`src/rtl/asp2_defines.svh`:
```
// register offsets, field positions, reset values and timing counts
`ifndef ASP2_DEFINES_SVH
`define ASP2_DEFINES_SVH
`define ASP2_OFS_CONTROL_STATUS 16'h7f6c
`define ASP2_OFS_FORMAT_CONTROL 16'h7f6d
`define ASP2_OFS_TRANSMIT_HOLDING 16'h7f6e
`define ASP2_OFS_RECEIVE_HOLDING 16'h7f6f
`define ASP2_OFS_BAUD_DIVIDER 16'h7f74
`define ASP2_RST_CONTROL_STATUS 8'h20
`define ASP2_RST_FORMAT_CONTROL 8'h00
`define ASP2_RST_BYTE 8'h00
`define ASP2_CS_TX_DONE 7
`define ASP2_CS_TX_DONE_IE 6
`define ASP2_CS_TX_VACANT 5
`define ASP2_CS_TX_VACANT_IE 4
`define ASP2_CS_RUN 3
`define ASP2_CS_RX_ERROR 2
`define ASP2_CS_RX_READY 1
`define ASP2_CS_RX_IE 0
`define ASP2_FC_STOP_LEN 7
`define ASP2_FC_PRESCALE 6
`define ASP2_FC_SRC_HI 5
`define ASP2_FC_SRC_LO 4
`define ASP2_FC_PARITY_TYPE 3
`define ASP2_FC_PARITY_EN 2
`define ASP2_FC_WAKEUP 1
`define ASP2_FC_WAKEUP_IE 0
`define ASP2_PRESCALE_SHIFT_LO 2
`define ASP2_PRESCALE_SHIFT_HI 4
`define ASP2_MODE1_XTAL_HZ 32768
`define ASP2_MODE1_BPS 9600
`define ASP2_DATA_BITS 4'd8
`endif

```
`src/rtl/asp2_pkg.sv`:
```
// types shared by the serial port
`default_nettype none
package asp2_pkg;
  typedef enum logic [2:0] {
    ASP2_IDLE = 3'b000,
    ASP2_START = 3'b001,
    ASP2_DATA = 3'b010,
    ASP2_PARITY = 3'b011,
    ASP2_STOP = 3'b100
  } asp2_state_e;
  typedef struct packed {
    logic [15:0] addr;
    logic [7:0] wdata;
    logic wr;
    logic rd;
  } asp2_bus_s;
endpackage
`default_nettype wire

```
`src/rtl/asp2_serial_port.sv`:
```
// full-duplex asynchronous serial port with byte register set
// Summary of operation
// - tx done flag sets after last stop bit when holding register empty
// - tx done flag clears when holding byte moves into shift register
// - interrupt when any flag and its enable are both one
// - tx vacant sets on move to shifter, clears on holding write
// - transmitter and receiver run only while run bit is one
// - rx error set at stop bit on parity, overrun or stop error
// - rx ready sets at stop bit, clears on receive holding read
// - one stop bit sent when select is 0, two when 1
// - receiver checks first stop bit only; low next bit starts frame
// - mode 0 bit period is (divider+1) times 4 or 16 cycles
// - divider zero selects mode 1, prescale ignored there
// - source field picks system, external pin, low or high oscillator
// - mode 0 parity type: 0 even, 1 odd, both directions
// - mode 0 parity bit present only when enabled; never in mode 1
// - wakeup flag sets when its enable is one and rx pin low
// - transmit start copies holding register into shift register
// - receive end moves assembled byte into receive holding register
// - eight data bits per frame, least significant first
// - mode 1 runs from 32.768 kHz crystal at 9600 bps
// - one cycle equals one period of selected baud clock source
`include "asp2_defines.svh"
`default_nettype none
module asp2_serial_port
  import asp2_pkg::*;
#(
  parameter int XTAL_HZ = `ASP2_MODE1_XTAL_HZ,
  parameter int MODE1_BPS = `ASP2_MODE1_BPS
) (
  // clock and reset
  input wire logic ref_clk_i,
  input wire logic nrst_i,
  // register port
  input wire logic [15:0] addr_i,
  input wire logic [7:0] wdata_i,
  input wire logic wr_i,
  input wire logic rd_i,
  output logic [7:0] rdata_o,
  // baud clock sources, asynchronous
  input wire logic external_baud_pin_i,
  input wire logic low_speed_oscillator_i,
  input wire logic high_speed_oscillator_i,
  // serial lines
  output logic transmit_pin_o,
  input wire logic receive_pin_i,
  // interrupt request
  output logic irq_o
);
  // mode 1 bit period in crystal cycles, nearest whole count
  localparam int M1_DIV = (XTAL_HZ + MODE1_BPS / 2) / MODE1_BPS;
  localparam logic [12:0] M1_PERIOD = 13'(M1_DIV);

  // exact match of one register offset
  function automatic logic hit(input logic [15:0] a,
                               input logic [15:0] ofs);
    return a == ofs;
  endfunction

  // last count of a bit period, shared by both directions
  function automatic logic last_count(input logic [12:0] cnt,
                                      input logic [12:0] period);
    return cnt == period - 13'h0001;
  endfunction

  // bit counter step, wrapping to zero at the end of a bit
  function automatic logic [12:0] count_step(input logic [12:0] cnt,
                                             input logic wrap);
    return wrap ? 13'h0000 : cnt + 13'h0001;
  endfunction

  // hardware flag: set beats clear
  function automatic logic flag_next(input logic set, input logic clr,
                                     input logic old);
    return set | (old & ~clr);
  endfunction

  // flag that software can only clear by writing zero; set wins
  function automatic logic sticky_next(input logic set, input logic wr,
                                       input logic wbit, input logic old);
    return set | (old & (~wr | wbit));
  endfunction

  asp2_bus_s bus;
  assign bus = '{addr: addr_i, wdata: wdata_i, wr: wr_i, rd: rd_i};

  // synchronisers for everything arriving from outside this clock
  logic [1:0] ext_sy_reg, lso_sy_reg, hso_sy_reg, rx_sy_reg;
  logic src_prev_reg;
  always_ff @(posedge ref_clk_i or negedge nrst_i) begin
    if (!nrst_i) begin
      ext_sy_reg <= 2'h0;
      lso_sy_reg <= 2'h0;
      hso_sy_reg <= 2'h0;
      // line resets high so no false start follows reset
      rx_sy_reg <= 2'h3;
    end else begin
      ext_sy_reg <= {ext_sy_reg[0], external_baud_pin_i};
      lso_sy_reg <= {lso_sy_reg[0], low_speed_oscillator_i};
      hso_sy_reg <= {hso_sy_reg[0], high_speed_oscillator_i};
      rx_sy_reg <= {rx_sy_reg[0], receive_pin_i};
    end
  end
  wire rx_line = rx_sy_reg[1];

  // registers
  logic [7:0] cs_reg, fc_reg, thr_reg, rhr_reg, bg_reg, rdata_reg;
  logic irq_reg;
  wire run = cs_reg[`ASP2_CS_RUN];
  wire mode1 = (bg_reg == 8'h00);
  wire par_en = fc_reg[`ASP2_FC_PARITY_EN] & ~mode1;
  wire par_odd = fc_reg[`ASP2_FC_PARITY_TYPE] & ~mode1;
  wire [1:0] src_sel = fc_reg[`ASP2_FC_SRC_HI:`ASP2_FC_SRC_LO];

  // source selection, one enable per source rising edge
  logic src_lvl;
  always_comb begin
    case (src_sel)
      2'b00: src_lvl = 1'b0;
      2'b01: src_lvl = ext_sy_reg[1];
      2'b10: src_lvl = lso_sy_reg[1];
      2'b11: src_lvl = hso_sy_reg[1];
      default: src_lvl = 1'b0;
    endcase
  end
  // system clock source ticks every cycle; others on their rising edge
  wire cyc_tick = (src_sel == 2'b00) | (src_lvl & ~src_prev_reg);

  // bit period in selected cycles
  wire [12:0] bg_plus = {5'h00, bg_reg} + 13'h0001;
  wire [12:0] m0_period = fc_reg[`ASP2_FC_PRESCALE]
    ? 13'(bg_plus << `ASP2_PRESCALE_SHIFT_HI)
    : 13'(bg_plus << `ASP2_PRESCALE_SHIFT_LO);
  // mode 1 assumes the low speed crystal is selected
  wire [12:0] bit_period = mode1 ? M1_PERIOD : m0_period;

  // register decode
  wire sel_cs = hit(bus.addr, `ASP2_OFS_CONTROL_STATUS);
  wire sel_fc = hit(bus.addr, `ASP2_OFS_FORMAT_CONTROL);
  wire sel_th = hit(bus.addr, `ASP2_OFS_TRANSMIT_HOLDING);
  wire sel_rh = hit(bus.addr, `ASP2_OFS_RECEIVE_HOLDING);
  wire sel_bg = hit(bus.addr, `ASP2_OFS_BAUD_DIVIDER);
  wire wr_cs = bus.wr & sel_cs;
  wire wr_fc = bus.wr & sel_fc;
  wire wr_th = bus.wr & sel_th;
  wire rd_rh = bus.rd & sel_rh;
  wire [7:0] rd_mux = sel_cs ? cs_reg : sel_fc ? fc_reg : sel_th ? thr_reg
    : sel_rh ? rhr_reg : sel_bg ? bg_reg : 8'h00;

  // transmitter
  asp2_state_e tx_st_reg;
  logic [12:0] tx_cnt_reg;
  logic [7:0] tsh_reg;
  logic [3:0] tx_bit_reg;
  logic tx_par_reg, tx_line_reg, tx_pend_reg, tx_stop2_reg;
  wire tx_bit_end = cyc_tick & last_count(tx_cnt_reg, bit_period);
  // transmit start: holding full and shifter idle
  wire tx_load = run & tx_pend_reg & (tx_st_reg == ASP2_IDLE);
  wire tx_last_stop = (tx_st_reg == ASP2_STOP) & tx_bit_end
    & (tx_stop2_reg | ~fc_reg[`ASP2_FC_STOP_LEN]);

  always_ff @(posedge ref_clk_i or negedge nrst_i) begin
    if (!nrst_i) begin
      tx_st_reg <= ASP2_IDLE;
      tx_cnt_reg <= 13'h0000;
      tsh_reg <= 8'h00;
      tx_bit_reg <= 4'h0;
      tx_par_reg <= 1'b0;
      tx_line_reg <= 1'b1;
      tx_stop2_reg <= 1'b0;
    end else if (!run) begin
      tx_st_reg <= ASP2_IDLE;
      tx_cnt_reg <= 13'h0000;
      tx_line_reg <= 1'b1;
    end else if (tx_load) begin
      tsh_reg <= thr_reg;
      tx_par_reg <= par_odd;
      tx_st_reg <= ASP2_START;
      tx_cnt_reg <= 13'h0000;
      tx_line_reg <= 1'b0;
    end else if (tx_st_reg != ASP2_IDLE && cyc_tick) begin
      tx_cnt_reg <= count_step(tx_cnt_reg, tx_bit_end);
      if (tx_bit_end) begin
        case (tx_st_reg)
          ASP2_START: begin
            tx_st_reg <= ASP2_DATA;
            tx_bit_reg <= 4'h0;
            tx_line_reg <= tsh_reg[0];
            tx_par_reg <= tx_par_reg ^ tsh_reg[0];
            tsh_reg <= {1'b0, tsh_reg[7:1]};
          end
          ASP2_DATA: begin
            if (tx_bit_reg == `ASP2_DATA_BITS - 4'd1) begin
              tx_st_reg <= par_en ? ASP2_PARITY : ASP2_STOP;
              tx_line_reg <= par_en ? tx_par_reg : 1'b1;
              tx_stop2_reg <= 1'b0;
            end else begin
              tx_bit_reg <= tx_bit_reg + 4'd1;
              tx_line_reg <= tsh_reg[0];
              tx_par_reg <= tx_par_reg ^ tsh_reg[0];
              tsh_reg <= {1'b0, tsh_reg[7:1]};
            end
          end
          ASP2_PARITY: begin
            tx_st_reg <= ASP2_STOP;
            tx_line_reg <= 1'b1;
            tx_stop2_reg <= 1'b0;
          end
          ASP2_STOP: begin
            if (tx_last_stop) begin
              tx_st_reg <= ASP2_IDLE;
            end else begin
              tx_stop2_reg <= 1'b1;
            end
          end
          default: tx_st_reg <= ASP2_IDLE;
        endcase
      end
    end
  end

  // receiver
  asp2_state_e rx_st_reg;
  logic [12:0] rx_cnt_reg;
  logic [7:0] rsh_reg;
  logic [3:0] rx_bit_reg;
  logic rx_par_reg;
  wire [12:0] half_period = {1'b0, bit_period[12:1]};
  wire rx_mid = cyc_tick & (rx_cnt_reg == half_period);
  wire rx_bit_end = cyc_tick & last_count(rx_cnt_reg, bit_period);
  // sample at mid bit; the stop state ends right at its sample point
  wire rx_stop_smp = (rx_st_reg == ASP2_STOP) & rx_mid;
  wire rx_perr = par_en & rx_par_reg;
  wire rx_ovr = cs_reg[`ASP2_CS_RX_READY] & ~rd_rh;
  wire rx_err = rx_perr | rx_ovr | ~rx_line;

  always_ff @(posedge ref_clk_i or negedge nrst_i) begin
    if (!nrst_i) begin
      rx_st_reg <= ASP2_IDLE;
      rx_cnt_reg <= 13'h0000;
      rsh_reg <= 8'h00;
      rx_bit_reg <= 4'h0;
      rx_par_reg <= 1'b0;
    end else if (!run) begin
      rx_st_reg <= ASP2_IDLE;
      rx_cnt_reg <= 13'h0000;
    end else if (rx_st_reg == ASP2_IDLE) begin
      rx_cnt_reg <= 13'h0000;
      if (!rx_line) begin
        rx_st_reg <= ASP2_START;
        rx_par_reg <= par_odd;
      end
    end else if (cyc_tick) begin
      rx_cnt_reg <= count_step(rx_cnt_reg, rx_bit_end);
      case (rx_st_reg)
        ASP2_START: begin
          if (rx_mid && rx_line) begin
            rx_st_reg <= ASP2_IDLE;
          end else if (rx_bit_end) begin
            rx_st_reg <= ASP2_DATA;
            rx_bit_reg <= 4'h0;
          end
        end
        ASP2_DATA: begin
          if (rx_mid) begin
            rsh_reg <= {rx_line, rsh_reg[7:1]};
            rx_par_reg <= rx_par_reg ^ rx_line;
          end
          if (rx_bit_end) begin
            if (rx_bit_reg == `ASP2_DATA_BITS - 4'd1) begin
              rx_st_reg <= par_en ? ASP2_PARITY : ASP2_STOP;
            end else begin
              rx_bit_reg <= rx_bit_reg + 4'd1;
            end
          end
        end
        ASP2_PARITY: begin
          if (rx_mid) begin
            rx_par_reg <= rx_par_reg ^ rx_line;
          end
          if (rx_bit_end) begin
            rx_st_reg <= ASP2_STOP;
          end
        end
        ASP2_STOP: begin
          // only the first stop bit is checked; idle hunts the next start
          if (rx_mid) begin
            rx_st_reg <= ASP2_IDLE;
          end
        end
        default: rx_st_reg <= ASP2_IDLE;
      endcase
    end
  end

  // status flags; hardware set wins over any clear, except tx vacant, where a holding write in the load cycle wins
  wire tx_done_nx = tx_last_stop ? ~tx_pend_reg & ~wr_th
    : tx_load ? 1'b0
    : cs_reg[`ASP2_CS_TX_DONE];
  // a write in the load cycle leaves the holding register full
  wire tx_vac_nx = flag_next(tx_load & ~wr_th, wr_th,
    cs_reg[`ASP2_CS_TX_VACANT]);
  wire rx_rdy_nx = flag_next(rx_stop_smp, rd_rh,
    cs_reg[`ASP2_CS_RX_READY]);
  // error flag is software cleared by writing zero
  wire rx_err_nx = sticky_next(rx_stop_smp & rx_err, wr_cs,
    bus.wdata[`ASP2_CS_RX_ERROR], cs_reg[`ASP2_CS_RX_ERROR]);
  wire wup_ie = fc_reg[`ASP2_FC_WAKEUP_IE];
  wire wup_nx = sticky_next(wup_ie & ~rx_line, wr_fc,
    bus.wdata[`ASP2_FC_WAKEUP], fc_reg[`ASP2_FC_WAKEUP]);
  wire [7:0] cs_wr = wr_cs ? bus.wdata : cs_reg;
  wire [7:0] cs_next = {
    tx_done_nx,
    cs_wr[`ASP2_CS_TX_DONE_IE],
    tx_vac_nx,
    cs_wr[`ASP2_CS_TX_VACANT_IE],
    cs_wr[`ASP2_CS_RUN],
    rx_err_nx,
    rx_rdy_nx,
    cs_wr[`ASP2_CS_RX_IE]
  };
  wire [7:0] fc_wr = wr_fc ? bus.wdata : fc_reg;
  wire [7:0] fc_next = {
    fc_wr[7:2],
    wup_nx,
    fc_wr[`ASP2_FC_WAKEUP_IE]
  };
  wire irq_done = cs_reg[`ASP2_CS_TX_DONE] & cs_reg[`ASP2_CS_TX_DONE_IE];
  wire irq_vac = cs_reg[`ASP2_CS_TX_VACANT] & cs_reg[`ASP2_CS_TX_VACANT_IE];
  wire irq_rx = cs_reg[`ASP2_CS_RX_READY] & cs_reg[`ASP2_CS_RX_IE];
  wire irq_wup = fc_reg[`ASP2_FC_WAKEUP] & fc_reg[`ASP2_FC_WAKEUP_IE];
  // one shared request line, so all four sources are or-ed
  wire irq_next = irq_done | irq_vac | irq_rx | irq_wup;

  always_ff @(posedge ref_clk_i or negedge nrst_i) begin
    if (!nrst_i) begin
      cs_reg <= `ASP2_RST_CONTROL_STATUS;
      fc_reg <= `ASP2_RST_FORMAT_CONTROL;
      thr_reg <= `ASP2_RST_BYTE;
      rhr_reg <= `ASP2_RST_BYTE;
      bg_reg <= `ASP2_RST_BYTE;
      rdata_reg <= `ASP2_RST_BYTE;
      tx_pend_reg <= 1'b0;
      irq_reg <= 1'b0;
      src_prev_reg <= 1'b0;
    end else begin
      cs_reg <= cs_next;
      fc_reg <= fc_next;
      irq_reg <= irq_next;
      src_prev_reg <= src_lvl;
      // zero outside the answer cycle keeps the read port quiet
      rdata_reg <= bus.rd ? rd_mux : 8'h00;
      if (wr_th) begin
        thr_reg <= bus.wdata;
      end
      if (bus.wr && sel_bg) begin
        bg_reg <= bus.wdata;
      end
      // a write in the load cycle refills the holding register
      tx_pend_reg <= wr_th | (tx_pend_reg & ~tx_load);
      if (rx_stop_smp) begin
        rhr_reg <= rsh_reg;
      end
    end
  end

  assign rdata_o = rdata_reg;
  assign transmit_pin_o = tx_line_reg;
  assign irq_o = irq_reg;
endmodule
`default_nettype wire

```
`config.mk`:
```
export PLATFORM = sky130hd
export DESIGN_NAME = asp2_serial_port
export DESIGN_NICKNAME = d
export VERILOG_FILES = /design/src/rtl/asp2_pkg.sv /design/src/rtl/asp2_serial_port.sv
export VERILOG_INCLUDE_DIRS = /design/src /design/src/rtl
export SDC_FILE = /design/constraint.sdc
export NUM_CORES = 1
export LEC_CHECK = 0
export ABC_AREA = 1
export BUFFER_PORTS_ARGS = -buffer_cell sky130_fd_sc_hd__buf_2
export CORE_MARGIN = 2
export CORE_UTILIZATION = 56
export CTS_CLUSTER_DIAMETER = 50
export DETAILED_ROUTE_END_ITERATION = 10
export PLACE_DENSITY = 0.74
export SYNTH_ARGS = -nofsm -noshare
export SYNTH_HDL_FRONTEND = slang
export SYNTH_SLANG_ARGS = --single-unit
```
`constraint.sdc`:
```
create_clock -name ref_clk_i -period 5 [get_ports ref_clk_i]
set_clock_uncertainty 0.2 [all_clocks]
set_input_delay 0.5 -clock ref_clk_i [delete_from_list [all_inputs] [get_ports ref_clk_i]]
set_output_delay 0.5 -clock ref_clk_i [all_outputs]
set_load 0.005 [all_outputs]
```
== Word-level counts from Yosys, hierarchy flattened ==
Index checks and enable logic that the tools add are counted.
Word-level totals
  memory bits (read-only): 0
  memories: 0
  bits in latches: 0
  input port bits: 32
  logic and storage cells: 230
  bits in registers: 119
  output and inout bits: 10
  bits in writable memories: 0
Cells by class
  equal/unequal tests: 42
  div/mod/pow operators: 0
  reduce and logical (&&, ||, !) cells: 28
  bitwise gates (word level): 56
  muxes and demuxes: 70
  add/sub/neg operators: 6
  magnitude comparators: 0
  $mul: 0
  shift-type cells: 0
Operator list (number)
  $mux W13: 10
  $eq A16 B15 Y1 const B: 5
  $mux W8: 10
  $mux W3: 17
  $and A1 B1 Y1: 29
  $add A13 B1 Y13 const B: 2
  $eq A13 B13 Y1: 2
  $pmux W3 S4: 2
  $mux W4: 5
  $ne A4 B4 Y1 const B: 5
  $mux W1: 19
  $ne A2 B2 Y1 const B: 8
  $pmux W4 S2: 2
  $pmux W8 S2: 1
  $reduce_bool A2 Y1: 8
  $reduce_and A5 Y1: 3
  $or A1 B1 Y1: 14
  $reduce_and A7 Y1: 2
  $eq A13 B12 Y1: 1
  $sub A13 B1 Y13 const B: 1
  $eq A3 B2 Y1 const B: 4
  $not A1 Y1: 11
  $add A8 B1 Y9 const B: 1
  $ne A3 B1 Y1 const B: 3
  other kinds (24): 37

== Logic depth before layout (Yosys ltp) ==
  word-level depth: 14
  depth in mapped cells: 23
  depth with buffers taken out: 23

== Worst setup path after synthesis ==
OpenSTA, ideal clock, no wires.
  kind: register to register
  start point: register bg_reg[0]
  end point: register tsh_reg[7]
  required time: 4.682 ns
  clock period less this slack: 2.868 ns
  arrival: 2.550 ns
  buffers on the path: 1
  slack: 2.132 ns
  setup time: 0.118 ns
  cell stages (with the launch flop): 18
  cell sequence: dfrtp_1 -> inv_1 -> ha_1 -> or2_2 -> nand3_2 -> nand3_4 -> nor2_8 -> inv_2 -> nand2_1 -> xnor2_1 -> nand3_1 -> nor2_1 -> nand2_2 -> nor2_4 -> nand2_4 -> buf_6 -> nand3_1 -> nand2_1
On the way
  longest elaborated chain between the ends: 8
  elaborated cells between the ends (all ways): 9
  those cells by class: 2 x add/sub; 1 x eq/ne; 2 x mux; 1 x bitwise; 3 x reduce/logical
Ends and longest elaborated chain
  start, declared: RTL line asp2_serial_port.sv:107  | logic [7:0] cs_reg, fc_reg, thr_reg, rhr_reg, bg_reg, rdata_reg;
  start signal, assigned: RTL line asp2_serial_port.sv:341  | bg_reg <= `ASP2_RST_BYTE;
  start signal, assigned: RTL line asp2_serial_port.sv:357  | bg_reg <= bus.wdata;
  $add A8 B1 Y9: RTL line asp2_serial_port.sv:130  | wire [12:0] bg_plus = {5'h00, bg_reg} + 13'h0001;
  $mux W13: RTL line asp2_serial_port.sv:131  | wire [12:0] m0_period = fc_reg[`ASP2_FC_PRESCALE]
  $mux W13 (*): RTL line asp2_serial_port.sv:135  | wire [12:0] bit_period = mode1 ? M1_PERIOD : m0_period;
  $sub A13 B1 Y13 (*): RTL line asp2_serial_port.sv:63  | return cnt == period - 13'h0001;
  $eq A13 B13 Y1 (*): RTL line asp2_serial_port.sv:63
  $and A1 B1 Y1 (*): RTL line asp2_serial_port.sv:156  | wire tx_bit_end = cyc_tick & last_count(tx_cnt_reg, bit_period);
  $reduce_bool A2 Y1 (no source line) (*)
  $reduce_and A5 Y1 (no source line) (*)
  end signal, assigned: RTL line asp2_serial_port.sv:176  | tsh_reg <= thr_reg;
  end signal, assigned: RTL line asp2_serial_port.sv:190  | tsh_reg <= {1'b0, tsh_reg[7:1]};
  end signal, assigned: RTL line asp2_serial_port.sv:201  | tsh_reg <= {1'b0, tsh_reg[7:1]};
  end, declared: RTL line asp2_serial_port.sv:153  | logic [7:0] tsh_reg;
Every way passes the cells marked *; elsewhere a longest branch is shown, timed or not.
A chain may end at the register's enable or synchronous reset.

== Final worst setup path ==
  start point: register bg_reg[0]
  end point: register tx_cnt_reg[3]
On the way
  longest elaborated chain between the ends: 10
  elaborated cells between the ends (all ways): 11
  those cells by class: 2 x add/sub; 1 x eq/ne; 6 x mux; 1 x bitwise; 1 x reduce/logical
Ends and longest elaborated chain
  $add A8 B1 Y9: RTL line asp2_serial_port.sv:130
  $mux W13: RTL line asp2_serial_port.sv:131
  $mux W13 (*): RTL line asp2_serial_port.sv:135
  $sub A13 B1 Y13 (*): RTL line asp2_serial_port.sv:63
  $eq A13 B13 Y1 (*): RTL line asp2_serial_port.sv:63
  $and A1 B1 Y1 (*): RTL line asp2_serial_port.sv:156
  $mux W13 (*): RTL line asp2_serial_port.sv:69  | return wrap ? 13'h0000 : cnt + 13'h0001;
  $mux W13 (*): RTL line asp2_serial_port.sv:181  | end else if (tx_st_reg != ASP2_IDLE && cyc_tick) begin
  $mux W13 (*): RTL line asp2_serial_port.sv:175  | end else if (tx_load) begin
  $mux W13 (*): RTL line asp2_serial_port.sv:171  | end else if (!run) begin
  end signal, assigned: RTL line asp2_serial_port.sv:182  | tx_cnt_reg <= count_step(tx_cnt_reg, tx_bit_end);
  end, declared: RTL line asp2_serial_port.sv:152  | logic [12:0] tx_cnt_reg;
Every way passes the cells marked *; elsewhere a longest branch is shown, timed or not. The select of a mux whose other input is x is not followed.

==> results.cfg <==
[status]
run_status = complete, no violations

[critical_path]
critical_path_arrival_ns = 3.63
critPathBufInv = 2
crit_path_end_kind = register
worstReg2RegStart = bg_reg[0]$_DFFE_PN0P_
r2r_slack_ns = 1.43
path_max_fanout = 11
slowest_delay_ns = 0.65
reg2regPathDepth = 14
critPathKind = register to register
crit_chain = inv_1, ha_1, or2_2, nand3_2, inv_1, nand2_1, nand2_1, xor2_1, nor3_1, nand3_1, nor2_1, nand2_2, o21ai_1, nor2_1
cp.required_ns = 5.06
cp-start-kind = register
r2r-end = tx_cnt_reg[3]$_DFFE_PN0P_
cpLargestDelayFamily = simple AND/OR/NAND/NOR gates
crit_path_top_delay_cell = o21ai_1

[floorplanning]
core.rowCount = 41
core_mm2 = 0.0125
ios = 42
die-area_mm2 = 0.0137
initial_core_util = 0.570
die_h_um = 117
die_w_um = 117

[global_route]
grtUsageTotal = 0.290
grt_overflow = 0
first_global_vias = 6237
grt_pass1_wl_um = 30200
antenna_found_initial = 1
grt_max_degree = 78

[sta]
hold_viol = 0
finalSetupViolCount = 0
fmax_mhz = 280
slew_viol_final = 0
fin_crit_ns = 3.57
rsz0062_at_grt = false
worst_pin_slew_ns = 0.987
fin_setup_tns_ns = 0
slew_headroom = 0.342
min_period_over_period = 0.713
layout_setup_ws_ns = 1.43

[clocking]
cts_buffer_depth = 2
cts.sinks = 119
cts_setup_buffers = 0
cts_tree = yes
clk_pin_slew_ns = 0.06
cts_made_buffers = 17
clock_latency_ns = 0.42
cts_root_buffer = clkbuf_16
htreeDepth = 4

[placed_design]
place.gp.congestion = 0.919
dp_cells = 1182
placed_area_mm2 = 0.00748
dp_hpwl_um = 13300
dp_slack_ns = 1.50
numPortBuffers = 41

[layout]
drive_gt1_frac = 0.123
nFillCells = 1115
instances_no_fill = 1216
insertedDiodeCount = 0
final_cell_mix = 312 x nand2_1, 115 x dfrtp_1, 111 x inv_1
postLayoutCellArea_mm2 = 0.00811
multi_input_area_mm2 = 0.00361
syn_to_final_growth_pct = 13.6
seqCellArea_mm2 = 0.00298
final_common_cell = nand2_1
final_nets = 1071

[power_and_ir_drop]
ir_worst_vdd_mv = 0.274
cellPowerDensity_mw_per_mm2 = 278
leakage_uw = 0.00419
power_uw = 2250

[logic_synthesis]
mappedNetlistArea_mm2 = 0.00713
synth-seq-cells = 119
synth-edff-count = 0
synth.avg_cell_area_um2 = 7.23
async_flop_share = 1.00
synth_cell_types = 42
ys_warn_count = 0
synth_seq_area_share = 0.418
synth_cells = 987
ys.flop_type = dfrtp_1
syn-num-nets = 1025

[detailed_routing]
wl_per_cell_um = 15.2
drt_iter0_drc = 581
dr.pass1.iters = 7
detail_route.vias_per_cell = 5.49
remaining_drc_errors = 0
route.antenna.remaining_nets = 0
totalWireLength_um = 18500
vias = 6677

[flow_run]
maxCapViolations = 0

[min_path]
hp-class = primary input to async pin
[cell usage after synthesis (2+ instances only)]
| master | number | share of area |
|---|---|---|
| nor4_1 | 2 | 0.0018 |
| xnor2_1 | 8 | 0.0098 |
| o21ai_1 | 2 | 0.0014 |
| a21oi_1 | 23 | 0.016 |
| dfstp_2 | 4 | 0.015 |
| nand4_1 | 21 | 0.018 |
| nor2_2 | 5 | 0.0044 |
| buf_2 | 3 | 0.0021 |
| nand3b_1 | 6 | 0.0063 |
| nor3_1 | 10 | 0.0070 |
| clkbuf_1 | 15 | 0.0079 |
| inv_2 | 8 | 0.0042 |
| nand3_2 | 12 | 0.017 |
| xor2_1 | 24 | 0.029 |
| o22ai_1 | 12 | 0.011 |
| o211ai_1 | 3 | 0.0032 |
| or2_2 | 5 | 0.0044 |
| dfrtp_1 | 115 | 0.40 |
| nand3_1 | 83 | 0.058 |
| o21ai_0 | 100 | 0.070 |
| o21ai_2 | 2 | 0.0025 |
| inv_1 | 111 | 0.058 |
| nor2_1 | 66 | 0.035 |
| ha_1 | 6 | 0.011 |
| nand2_1 | 312 | 0.16 |
| nand2_2 | 10 | 0.0088 |
| nand3_4 | 2 | 0.0049 |
| nor2_4 | 3 | 0.0047 |
[report_power, final]
part | switching (uW) | internal [uW]
sequential | 1.66 | 968
combinational | 35.5 | 14.5
clock | 453 | 777
[metrics by stage]
step / utilization / hold slack, ns
3_5_place_dp: 0.598 / 0.140
3_3_place_gp: 0.598 / 0.134
5_1_grt: 0.648 / 0.125
4_1_cts: 0.648 / 0.0812
2_1_floorplan: - / 0.00441
6_report: 0.648 / 0.0314
[cells by family (layout without fill, tap and decap cells)]
logic type / Yosys count / after routing / share of synthesized area
DFF: 119 / 119 / 0.418
muxes: 2 / 2 / 0.00298
buffers and inverters: 139 / 196 / 0.0752
AOI/OAI and AO/OA: 146 / 146 / 0.108
and+or+nand+nor: 543 / 543 / 0.346
xor gates and xnor gates: 32 / 32 / 0.0393
adders and majority gates: 6 / 6 / 0.0105
[worst max path at each step]
stage | from | end | cells past startpoint | slack (ns)
5_1_grt | fc_reg[6]$_DFFE_PN0P_ | tx_cnt_reg[2]$_DFFE_PN0P_ | 13 | 1.08
4_1_cts | bg_reg[0]$_DFFE_PN0P_ | tx_cnt_reg[3]$_DFFE_PN0P_ | 14 | 1.49
3_3_place_gp | bg_reg[0]$_DFFE_PN0P_ | tx_cnt_reg[11]$_DFFE_PN0P_ | 14 | 1.60
3_5_place_dp | bg_reg[0]$_DFFE_PN0P_ | tx_cnt_reg[11]$_DFFE_PN0P_ | 14 | 1.50
6_report | bg_reg[0]$_DFFE_PN0P_ | tx_cnt_reg[3]$_DFFE_PN0P_ | 14 | 1.43
2_1_floorplan | bg_reg[0]$_DFFE_PN0P_ | tsh_reg[7]$_DFFE_PN0P_ | 17 | 2.13
[what timing repair did]
item,in CTS,in global routing
hold buffers,4,0
hold endpoints to repair,4,0
resized for setup,0,0
[layout make-up]
cell class	count	share of cell area
Multi-Input combinational cell	729	0.446
Timing Repair Buffer	47	0.0324
Inverter	119	0.0551
Clock buffer	18	0.0529
Tap cell	172	0.0265
Sequential cell	119	0.368
Clock inverter	12	0.0193
[metal layers]
metal,up-vias,GRT usage,wire [um]
met4,0,0.0918,401
met3,40,0.0649,1120
met5,-,0,0
li1,3275,-,-
met2,215,0.467,8620
met1,3147,0.393,8400
No activity file was read; power rests on OpenSTA's default activity.
